$ cat src/verilog/otc_defines.vh
`ifndef OTC_DEFINES_VH
`define OTC_DEFINES_VH
`define OTC_OFF_INIT_TRIM     32'h0000002C
`define OTC_OFF_CURVE         32'h00000030
`define OTC_OFF_SENSE_GAIN    32'h00000034
`define OTC_OFF_FINAL_ANALOG  32'h00000038
`define OTC_OFF_FINAL_DIGITAL 32'h0000003C
`define OTC_OFF_TEMP_RESULT   32'h00000040
`define OTC_OFF_STATUS        32'h00000044
`define OTC_IDX_INIT_TRIM     8'h0B
`define OTC_IDX_CURVE         8'h0C
`define OTC_IDX_SENSE_GAIN    8'h0D
`define OTC_IDX_FINAL_ANALOG  8'h0E
`define OTC_IDX_FINAL_DIGITAL 8'h0F
`define OTC_BIT_TSE           7
`define OTC_BIT_BATTERY_SENSE_ENABLE          6
`define OTC_BIT_BATTERY_SENSE_RATE          5
`define OTC_ANALOG_MID        6'h20
`define OTC_SCALE_COEFF       2048
`define OTC_MIN_SHORT         1
`define OTC_MIN_LONG          10
`define OTC_SEC_PER_MIN       60
`define OTC_CONV_COUNT        2
`define OTC_CONV_MS           22
`define OTC_CLK_MHZ           250
`define OTC_SEC_CYCLES        (`OTC_CLK_MHZ * 1000000)
`define OTC_CONV_CYCLES       (`OTC_CONV_MS * `OTC_CLK_MHZ * 1000)
`endif

$ cat src/verilog/otc_trim_ctrl.v
`timescale 1ns/10ps
// Operation
// - the six-bit analog trim gives 32 minus the code in ppm, one ppm per step.
// - the analog trim comes from factory storage at power-up and writes never change it.
// - the initial trim register carries digital trim in bits 7:6 and analog trim in bits 5:0.
// - the curvature register holds the absolute coefficient times 2048 in bits 6:0.
// - the curvature value is reloaded at power-up and software writes to it are ignored.
// - a write to the gain register changes only the three upper enable bits.
// - with sensing on and on main supply, sensor and converter run and final trims follow the results.
// - the sensing enable reads zero after power-up so sensing starts off.
// - with sensing off on main supply, the oscillator is steered by the initial trims.
// - setting the sensing enable on main supply starts two conversions whose average is stored.
// - the battery sensing enable defaults to zero and allows battery compensation when one.
// - battery compensation is suppressed while the battery is below threshold.
// - on battery the rate bit picks ten minutes when zero and one minute when one.
`include "otc_defines.vh"
module otc_trim_ctrl #(
  parameter SEC_CYCLES  = `OTC_SEC_CYCLES,
  parameter CONV_CYCLES = `OTC_CONV_CYCLES
) (
  input  wire        sys_clk,
  input  wire        reset,
  input  wire        psel,
  input  wire        penable,
  input  wire        pwrite,
  input  wire [31:0] paddr,
  input  wire [31:0] pwdata,
  output wire        pready,
  output reg  [31:0] prdata,
  output wire        pslverr,
  input  wire [7:0]  fuse_init_trim,
  input  wire [7:0]  fuse_curve,
  input  wire [4:0]  fuse_gain,
  input  wire        on_battery,
  input  wire        battery_low,
  output reg         sensor_on,
  output reg         conv_start,
  input  wire        conv_done,
  input  wire [9:0]  conv_value,
  input  wire [5:0]  comp_analog,
  input  wire [4:0]  comp_digital,
  output reg  [5:0]  final_analog_trim,
  output reg  [4:0]  final_digital_trim,
  output reg  [6:0]  analog_ppm,
  output reg  [9:0]  temp_result
);
  localparam ST_IDLE  = 4'b0001;
  localparam ST_CONV1 = 4'b0010;
  localparam ST_CONV2 = 4'b0100;
  localparam ST_APPLY = 4'b1000;
  // interval kept in seconds so the divider never needs a minute-sized count
  localparam [9:0] PER_SHORT = `OTC_MIN_SHORT * `OTC_SEC_PER_MIN;
  localparam [9:0] PER_LONG  = `OTC_MIN_LONG * `OTC_SEC_PER_MIN;

  reg [1:0]  load_r;
  reg [7:0]  init_trim_r;
  reg [6:0]  curve_r;
  reg [4:0]  gain_r;
  reg        temp_sense_enable_r;
  reg        battery_sense_enable_r;
  reg        battery_sense_rate_r;
  reg [3:0]  state_r;
  reg [3:0]  state_nxt;
  reg [9:0]  first_r;
  reg [9:0]  min_cnt_r;
  reg [31:0] conv_cnt_r;
  reg        tse_d_r;
  wire       sec_tick;
  wire       wr_en;
  wire       rd_en;
  wire       batt_comp_ok;
  wire       vdd_comp_ok;
  wire       comp_ok;
  wire       start_req;
  wire [9:0] period_min;
  wire [10:0] sum;

  assign pready  = 1'b1;
  assign pslverr = 1'b0;
  assign wr_en   = psel & penable & pwrite;
  assign rd_en   = psel & penable & ~pwrite;

  // strap capture after release, never on reset itself
  // fuse load once
  always @(posedge sys_clk or posedge reset) begin
    if (reset) begin
      load_r      <= 2'h0;
      init_trim_r <= 8'h00;
      curve_r     <= 7'h00;
      gain_r      <= 5'h00;
    end else if (load_r != 2'h3) begin
      load_r <= load_r + 2'h1;
      if (load_r == 2'h0) begin
        init_trim_r <= fuse_init_trim;
        curve_r     <= fuse_curve[6:0];
        gain_r      <= fuse_gain;
      end
    end
  end

  always @(posedge sys_clk or posedge reset) begin
    if (reset) begin
      temp_sense_enable_r    <= 1'b0;
      battery_sense_enable_r <= 1'b0;
      battery_sense_rate_r   <= 1'b0;
    end else if (wr_en && paddr == `OTC_OFF_SENSE_GAIN) begin
      temp_sense_enable_r    <= pwdata[`OTC_BIT_TSE];
      battery_sense_enable_r <= pwdata[`OTC_BIT_BATTERY_SENSE_ENABLE];
      battery_sense_rate_r   <= pwdata[`OTC_BIT_BATTERY_SENSE_RATE];
    end
  end

  assign batt_comp_ok = on_battery & battery_sense_enable_r & ~battery_low;
  assign vdd_comp_ok  = ~on_battery & temp_sense_enable_r;
  assign comp_ok      = batt_comp_ok | vdd_comp_ok;

  assign period_min = battery_sense_rate_r ? PER_SHORT : PER_LONG;

  otc_tick_div #(
    .DIV(SEC_CYCLES)
  ) u_min_div (
    .sys_clk(sys_clk),
    .reset  (reset),
    .run    (batt_comp_ok),
    .tick   (sec_tick)
  );

  always @(posedge sys_clk or posedge reset) begin
    if (reset) begin
      min_cnt_r <= 10'h000;
      tse_d_r   <= 1'b0;
    end else begin
      tse_d_r <= temp_sense_enable_r;
      if (!batt_comp_ok || state_r != ST_IDLE && sec_tick && min_cnt_r + 10'h001 >= period_min)
        min_cnt_r <= 10'h000;
      else if (sec_tick)
        min_cnt_r <= (min_cnt_r + 10'h001 >= period_min) ? 10'h000 : min_cnt_r + 10'h001;
    end
  end

  assign start_req = (vdd_comp_ok & temp_sense_enable_r & ~tse_d_r)
                   | (batt_comp_ok & sec_tick & (min_cnt_r + 10'h001 >= period_min));
  assign sum = {1'b0, first_r} + {1'b0, conv_value};

  always @* begin
    state_nxt = state_r;
    case (state_r)
      ST_IDLE:  if (start_req) state_nxt = ST_CONV1;
      ST_CONV1: if (!comp_ok) state_nxt = ST_IDLE;
                else if (conv_done) state_nxt = ST_CONV2;
      ST_CONV2: if (!comp_ok) state_nxt = ST_IDLE;
                else if (conv_done) state_nxt = ST_APPLY;
      ST_APPLY: state_nxt = ST_IDLE;
      default:  state_nxt = ST_IDLE;
    endcase
  end

  always @(posedge sys_clk or posedge reset) begin
    if (reset) begin
      state_r     <= ST_IDLE;
      first_r     <= 10'h000;
      temp_result <= 10'h000;
      conv_start  <= 1'b0;
      sensor_on   <= 1'b0;
      conv_cnt_r  <= 32'h00000000;
    end else begin
      state_r    <= state_nxt;
      conv_start <= (state_r == ST_IDLE && state_nxt == ST_CONV1) ||
                    (state_r == ST_CONV1 && state_nxt == ST_CONV2);
      sensor_on  <= (state_nxt == ST_CONV1) || (state_nxt == ST_CONV2);
      conv_cnt_r <= (state_nxt == ST_IDLE) ? 32'h00000000 : conv_cnt_r + 32'h00000001;
      if (state_r == ST_CONV1 && conv_done)
        first_r <= conv_value;
      if (state_r == ST_CONV2 && conv_done)
        temp_result <= sum[10:1];
    end
  end

  always @(posedge sys_clk or posedge reset) begin
    if (reset) begin
      final_analog_trim  <= `OTC_ANALOG_MID;
      final_digital_trim <= 5'h00;
    end else if (!comp_ok) begin
      final_analog_trim  <= init_trim_r[5:0];
      final_digital_trim <= {3'h0, init_trim_r[7:6]};
    end else if (state_r == ST_APPLY) begin
      final_analog_trim  <= comp_analog;
      final_digital_trim <= comp_digital;
    end
  end

  always @(posedge sys_clk or posedge reset) begin
    if (reset)
      analog_ppm <= 7'h00;
    else
      analog_ppm <= 7'h20 - {1'b0, final_analog_trim};
  end

  always @(posedge sys_clk or posedge reset) begin
    if (reset) begin
      prdata <= 32'h00000000;
    end else if (rd_en) begin
      case (paddr)
        `OTC_OFF_INIT_TRIM:     prdata <= {24'h000000, init_trim_r};
        `OTC_OFF_CURVE:         prdata <= {25'h0000000, curve_r};
        `OTC_OFF_SENSE_GAIN:    prdata <= {24'h000000, temp_sense_enable_r, battery_sense_enable_r,
                                           battery_sense_rate_r, gain_r};
        `OTC_OFF_FINAL_ANALOG:  prdata <= {26'h0000000, final_analog_trim};
        `OTC_OFF_FINAL_DIGITAL: prdata <= {27'h0000000, final_digital_trim};
        `OTC_OFF_TEMP_RESULT:   prdata <= {22'h000000, temp_result};
        `OTC_OFF_STATUS:        prdata <= {27'h0000000, comp_ok, state_r};
        default:                prdata <= 32'h00000000;
      endcase
    end
  end
endmodule

$ cat src/verilog/otc_tick_div.v
`timescale 1ns/10ps
module otc_tick_div #(
  parameter DIV = 250000000
) (
  input  wire sys_clk,
  input  wire reset,
  input  wire run,
  output reg  tick
);
  reg [31:0] cnt_r;
  always @(posedge sys_clk or posedge reset) begin
    if (reset) begin
      cnt_r <= 32'h00000000;
      tick  <= 1'b0;
    end else if (!run) begin
      cnt_r <= 32'h00000000;
      tick  <= 1'b0;
    end else if (cnt_r == DIV - 1) begin
      cnt_r <= 32'h00000000;
      tick  <= 1'b1;
    end else begin
      cnt_r <= cnt_r + 32'h00000001;
      tick  <= 1'b0;
    end
  end
endmodule

$ cat config.mk
export PLATFORM = sky130hd
export DESIGN_NAME = otc_trim_ctrl
export DESIGN_NICKNAME = d
export VERILOG_FILES = /design/src/verilog/otc_trim_ctrl.v /design/src/verilog/otc_tick_div.v
export VERILOG_INCLUDE_DIRS = /design/src /design/src/verilog
export SDC_FILE = /design/constraint.sdc
export NUM_CORES = 1
export LEC_CHECK = 0
export ABC_CLOCK_PERIOD_IN_PS = 3720
export BUFFER_PORTS_ARGS = -buffer_cell sky130_fd_sc_hd__buf_2
export CORE_MARGIN = 2
export CORE_UTILIZATION = 45
export DETAILED_ROUTE_END_ITERATION = 8
export GPL_ROUTABILITY_DRIVEN = 0
export PLACE_DENSITY = 0.73
export SYNTH_ARGS = -nofsm -noshare
export SYNTH_HDL_FRONTEND = slang
export SYNTH_SLANG_ARGS = --single-unit
$ cat constraint.sdc
create_clock -name sys_clk -period 3.72 [get_ports sys_clk]
set_clock_uncertainty 0.15 [all_clocks]
set_input_delay 0.186 -clock sys_clk [delete_from_list [all_inputs] [get_ports sys_clk]]
set_output_delay 0.186 -clock sys_clk [all_outputs]
set_load 0.05 [all_outputs]
# [After elaboration in Yosys (flattened, before gate mapping)]
# Index checks and enable logic that the tools add are counted.
[word_totals] regBits=145 latch_bits=0 ram_bits=0 romBits=0 inputBits=114 output_inout_bits=64 wordCells=92 memories=0
[classes] addsub=5 multipliers=0 n_div=0 n_lt_le_gt_ge=1 n_eq_ne=17 n_shift=0 mux=19 n_bitwise=16 reduce_logical=14
[ops] operator="$eq A32 B6 Y1 const B" n=5
[ops] operator="$pmux W10 S7" n=1
[ops] operator="$eq A32 B7 Y1 const B" n=2
[ops] operator="$mux W32" n=2
[ops] operator="$mux W10" n=4
[ops] operator="$add A32 B1 Y32 const B" n=1
[ops] operator="$eq A32 B28 Y1 const B" n=1
[ops] operator="$mux W4" n=5
[ops] operator="$mux W6" n=2
[ops] operator="$pmux W4 S3" n=1
[ops] operator="$add A10 B10 Y11" n=1
[ops] operator="$add A10 B1 Y10 const B" n=1
[ops] operator="$and A1 B1 Y1" n=10
[ops] operator="$ge A10 B10 Y1" n=1
[ops] operator="$mux W5" n=2
[ops] operator="$eq A4 B2 Y1 const B" n=2
[ops] operator="$eq A4 B3 Y1 const B" n=2
[ops] operator="$logic_and A1 B1 Y1" n=7
[ops] operator="$sub A6 B6 Y7 const A" n=1
[ops] operator="$eq A4 B1 Y1 const B" n=1
[ops] operator="$eq A4 B4 Y1 const B" n=1
[ops] operator="$ne A4 B1 Y1 const B" n=1
[ops] operator="$not A1 Y1" n=4
[ops] operator="$logic_or A1 B1 Y1" n=3
[ops] operator="other kinds (9)" n=11

# [Logic depth before layout (Yosys ltp)]
[logic_depth] ltp_word=10 ltp_mapped=13 mapped_depth_nobuf=11

# [Modules after synthesis]
# From an unflattened synthesis, not the netlist that was laid out.
[hier_totals] cells_unflattened=689 hier_area_um2=6872.8
[modules_own_cells] module="otc_trim_ctrl" instances=1 cells_per_inst=493 area_each_um2=4996.0 seq_area_each_um2=2254.7
[modules_own_cells] module="otc_tick_div" instances=1 cells_per_inst=196 area_each_um2=1876.8 seq_area_each_um2=825.8

# [Worst setup path before layout]
# Ideal clock, no wire load.
[synth_path] path_type="reg2reg" from="register min_cnt_r[0]" to="register min_cnt_r[3]" setup_time_ns=0.128 t_arrival_ns=2.227 required_time_ns=3.442 path_slack_ns=1.215 path_stages_with_launch=14 path_buffers=2 period_less_slack_ns=2.505 path_cell_list="dfrtp_1 and3_1 clkbuf_1 nand3_1 xnor2_1 ha_1 inv_1 o31a_1 a311oi_1 o21a_1 buf_4 nor2_1 o21ai_1 o31ai_1"
[synth_between] elab_chain_len=5 elab_cells_between_ends=8 classes_between="add/sub: 1; order compare: 1; mux: 3; reduce/logical: 3"
[synth_rtl] element="from (decl)" line_no="otc_trim_ctrl.v:65" source="reg [9:0] min_cnt_r;"
[synth_rtl] element="from (signal assigned)" line_no="otc_trim_ctrl.v:137" source="min_cnt_r <= (min_cnt_r + 10'h001 >= period_min) ? 10'h000 : min_cnt_r + 10'h001;"
[synth_rtl] element="$add A10 B1 Y10 *" line_no="otc_trim_ctrl.v:134, otc_trim_ctrl.v:137"
[synth_rtl] element="$ge A10 B10 Y1" line_no="otc_trim_ctrl.v:134, otc_trim_ctrl.v:137"
[synth_rtl] element="$mux W10 / $logic_and A1 B1 Y1 (equally long branches)" line_no="otc_trim_ctrl.v:137, otc_trim_ctrl.v:134"
[synth_rtl] element="$mux W10 / $logic_or A1 B1 Y1 (equally long branches)" line_no="otc_trim_ctrl.v:136, otc_trim_ctrl.v:134"
[synth_rtl] element="$mux W10 / $reduce_bool A2 Y1 (equally long branches)"
# Every way passes the cells marked *; elsewhere a longest branch is shown, timed or not. The select of a mux whose other input is x is not followed.
# A chain may end at the register's enable or synchronous reset.

# [Worst setup path in the final report]
[layout_path] from="register min_cnt_r[2]" to="register min_cnt_r[8]"
# Same word-level chain as after synthesis.

==> metrics.txt <==
status completed; Max VDD drop 0.000316 V; FP Rows 43; post-CTS sizing 0; CTS buffer count 17; r2r setup slk 750 ps; Max Fclk 336 MHz; count of different cell masters after synthesis 61; synthesized area per cell 10.2 µm²; area of the mapped netlist 6500 µm²; CP Class register to register; post-synthesis register bit count 123; DRT antenna net count 0; Cells after Synth 639; maximum buffer depth of the clock tree 2; final wirelength 15,800 µm; Ys Warns 0; hold path depth 4; pin count of the biggest net entering global routing 78; WHS Endpoint u_min_div.cnt_r[1]; first-pass detailed-route iteration total 7; fraction of layout cells with a size suffix above 1 24.6%; initial core utilization 46.5%; hold buffers post-CTS 47; Tightest Pin Transition 992 ps; post-synthesis sequential area ratio 47.4%; Layout Nets 943; Arrival @ worst endpoint 3110 ps; # DRC 0; count of pins over their slew limit 0; Overall Power 3.57 mW; count leader, synth dfrtp_1; DR vias 5,331; Leakage 3.87 nW; die area 15,400 µm²; RSZ-0062 raised after global routing false; CTS tree yes; initial antenna violation count 0; Post-synth EDFFs 0; Layout area overhead 28.3%; Synth area leaders dfrtp_1 (47%), mux2_2 (4.7%), nor2_1 (3.8%); # setup viols final 0; Synth Flop Type dfrtp_1; clock period minus worst slack 2970 ps; crit end category register; number of top-level pins 178; Post-DP HPWL 10,700 µm; max-cap violations 0; CTS root buf clkbuf_16; Clock transition at path regs 60 ps; core area 14,000 µm²; diode count 0; Die Span X 124 µm; TritonCTS Sinks 123; vias in the first global route 5,236; Synth top area share 46.5%; Startpoint Class register; commonest cells in the netlist dfrtp_1 (121), nor2_1 (65), nand2_1 (64), o21ai_1 (31), mux2_2 (27); setup TNS 0 ps; first-pass GRT wire length 26,200 µm; CP Max Fanout 13; Async S/R FF share, synth 100%; gr ovfl total 0; Die H 124 µm; slew margin rel. 33.9%; hold path start on_battery; clk_lat worst skew 420 ps; worst flop-to-flop path endpoint min_cnt_r[8]; vias per cell 5.32; leading area contributor after synthesis dfrtp_1; final-report hold violation count 0; gr usage total 20.9%; Tcrit/Tclk final 80.0%; Setup Buffers After CTS 0; Power per Cell Area 427 nW/µm²; Hold Crit Class primary input to register; routed len/inst 15.8 µm; Worst EP required 3850 ps; R2R Path Start min_cnt_r[2]; PortBufs 123; H-tree Lvls 4; R2R depth 11; 1st-iter DRT viols 471
power breakdown:
part | total, mW | internal (mW) | switching [mW]
Combinational | 0.283 | 0.103 | 0.181
Sequential | 1.38 | 1.36 | 0.0179
Clock | 1.90 | 1.31 | 0.595
Total | 3.57 | 2.77 | 0.794
metal layers:
metal  vias to the layer above  global-route usage, %  routed length [µm]
li1                       2573                      -                   -
met1                      2553                   27.3                6760
met2                       181                   35.1                7870
met3                        24                   4.82                 970
met4                         0                   5.42                 221
met5                         -                      0                   0
worst max-delay path, cell delays in order (launching register included):
cell,delay [ps]
dfrtp_1,520
and3_1,330
nand3_1,120
xnor2_1,230
ha_1,220
inv_1,50
o31a_1,90
a311oi_1,360
o21a_1,470
nor2b_1,90
o21ai_1,130
o31ai_1,80
registers in the layout (all words and copies together) (netlist names):
| name | cells |
|---|---|
| u_min_div.cnt_r | 32 |
| temp_sense_enable_r | 1 |
| battery_sense_rate_r | 1 |
| temp_result | 10 |
| final_analog_trim | 6 |
| gain_r | 5 |
| final_digital_trim | 5 |
| state_r | 4 |
| first_r | 10 |
| curve_r | 7 |
| conv_start | 1 |
| prdata | 10 |
| u_min_div.tick | 1 |
| load_r | 2 |
| battery_sense_enable_r | 1 |
| init_trim_r | 8 |
| min_cnt_r | 10 |
| sensor_on | 1 |
| tse_d_r | 1 |
| analog_ppm | 7 |
stage by stage:
| step | std cells | worst slack [ps] | instance area (µm²) | utilization (%) | hold WS (ps) |
|---|---|---|---|---|---|
| 5_1_grt | 1002 | 392 | 8350 | 59.7 | 70.0 |
| 4_1_cts | 1002 | 743 | 8350 | 59.7 | 45.9 |
| 3_3_place_gp | 923 | 851 | 7190 | 51.4 | 251 |
| 2_1_floorplan | 661 | 116 | 6590 | - | 134 |
| 3_5_place_dp | 923 | 773 | 7190 | 51.4 | 251 |
| 6_report | 1002 | 745 | 8350 | 59.7 | 41.1 |
how the worst max path moves through the flow:
stage / from / end / slack [ps] / depth (start not counted)
global route: min_cnt_r[2] / min_cnt_r[8] / 390 / 11
CTS: min_cnt_r[2] / min_cnt_r[8] / 740 / 11
detailed placement: min_cnt_r[2] / min_cnt_r[4] / 770 / 11
finish: min_cnt_r[2] / min_cnt_r[8] / 750 / 11
global placement: min_cnt_r[2] / min_cnt_r[4] / 850 / 11
floorplan: reset / analog_ppm[0] / 120 / 1
cells by family (layout without fill, tap and decap cells):
family | Yosys count | count (layout) | share of synthesized area, %
buf+inv | 63 | 224 | 5.31
mux | 46 | 46 | 7.77
xor+xnor | 39 | 39 | 5.25
simple gates | 236 | 236 | 19.2
fa+ha+maj | 20 | 20 | 3.96
compound gates | 110 | 110 | 11.0
other cells | 2 | 24 | 0.115
flops | 123 | 123 | 47.4
placed cells by master (no fill, tap or decap), types with 17 or more instances in the layout:
cell and count:
nor2_1 65, mux2_2 27, inv_1 18, dlygate4sd3_1 47, nand3_1 20, nand2_1 64
conb_1 24, clkbuf_16 17, buf_2 123, xor2_1 19, o21ai_1 31, dfrtp_1 121
xnor2_1 20, ha_1 19
area by class of cell:
| class | count | area (µm²) |
|---|---|---|
| clock buffers | 21 | 470 |
| clock inverters | 11 | 214 |
| fillers | 1169 | 5640 |
| inverters | 19 | 73.8 |
| multi-input cells | 475 | 3160 |
| flip-flops and latches | 123 | 3080 |
| well taps | 180 | 225 |
| repair buffers | 173 | 1120 |
No activity file was read; power rests on OpenSTA's default activity.
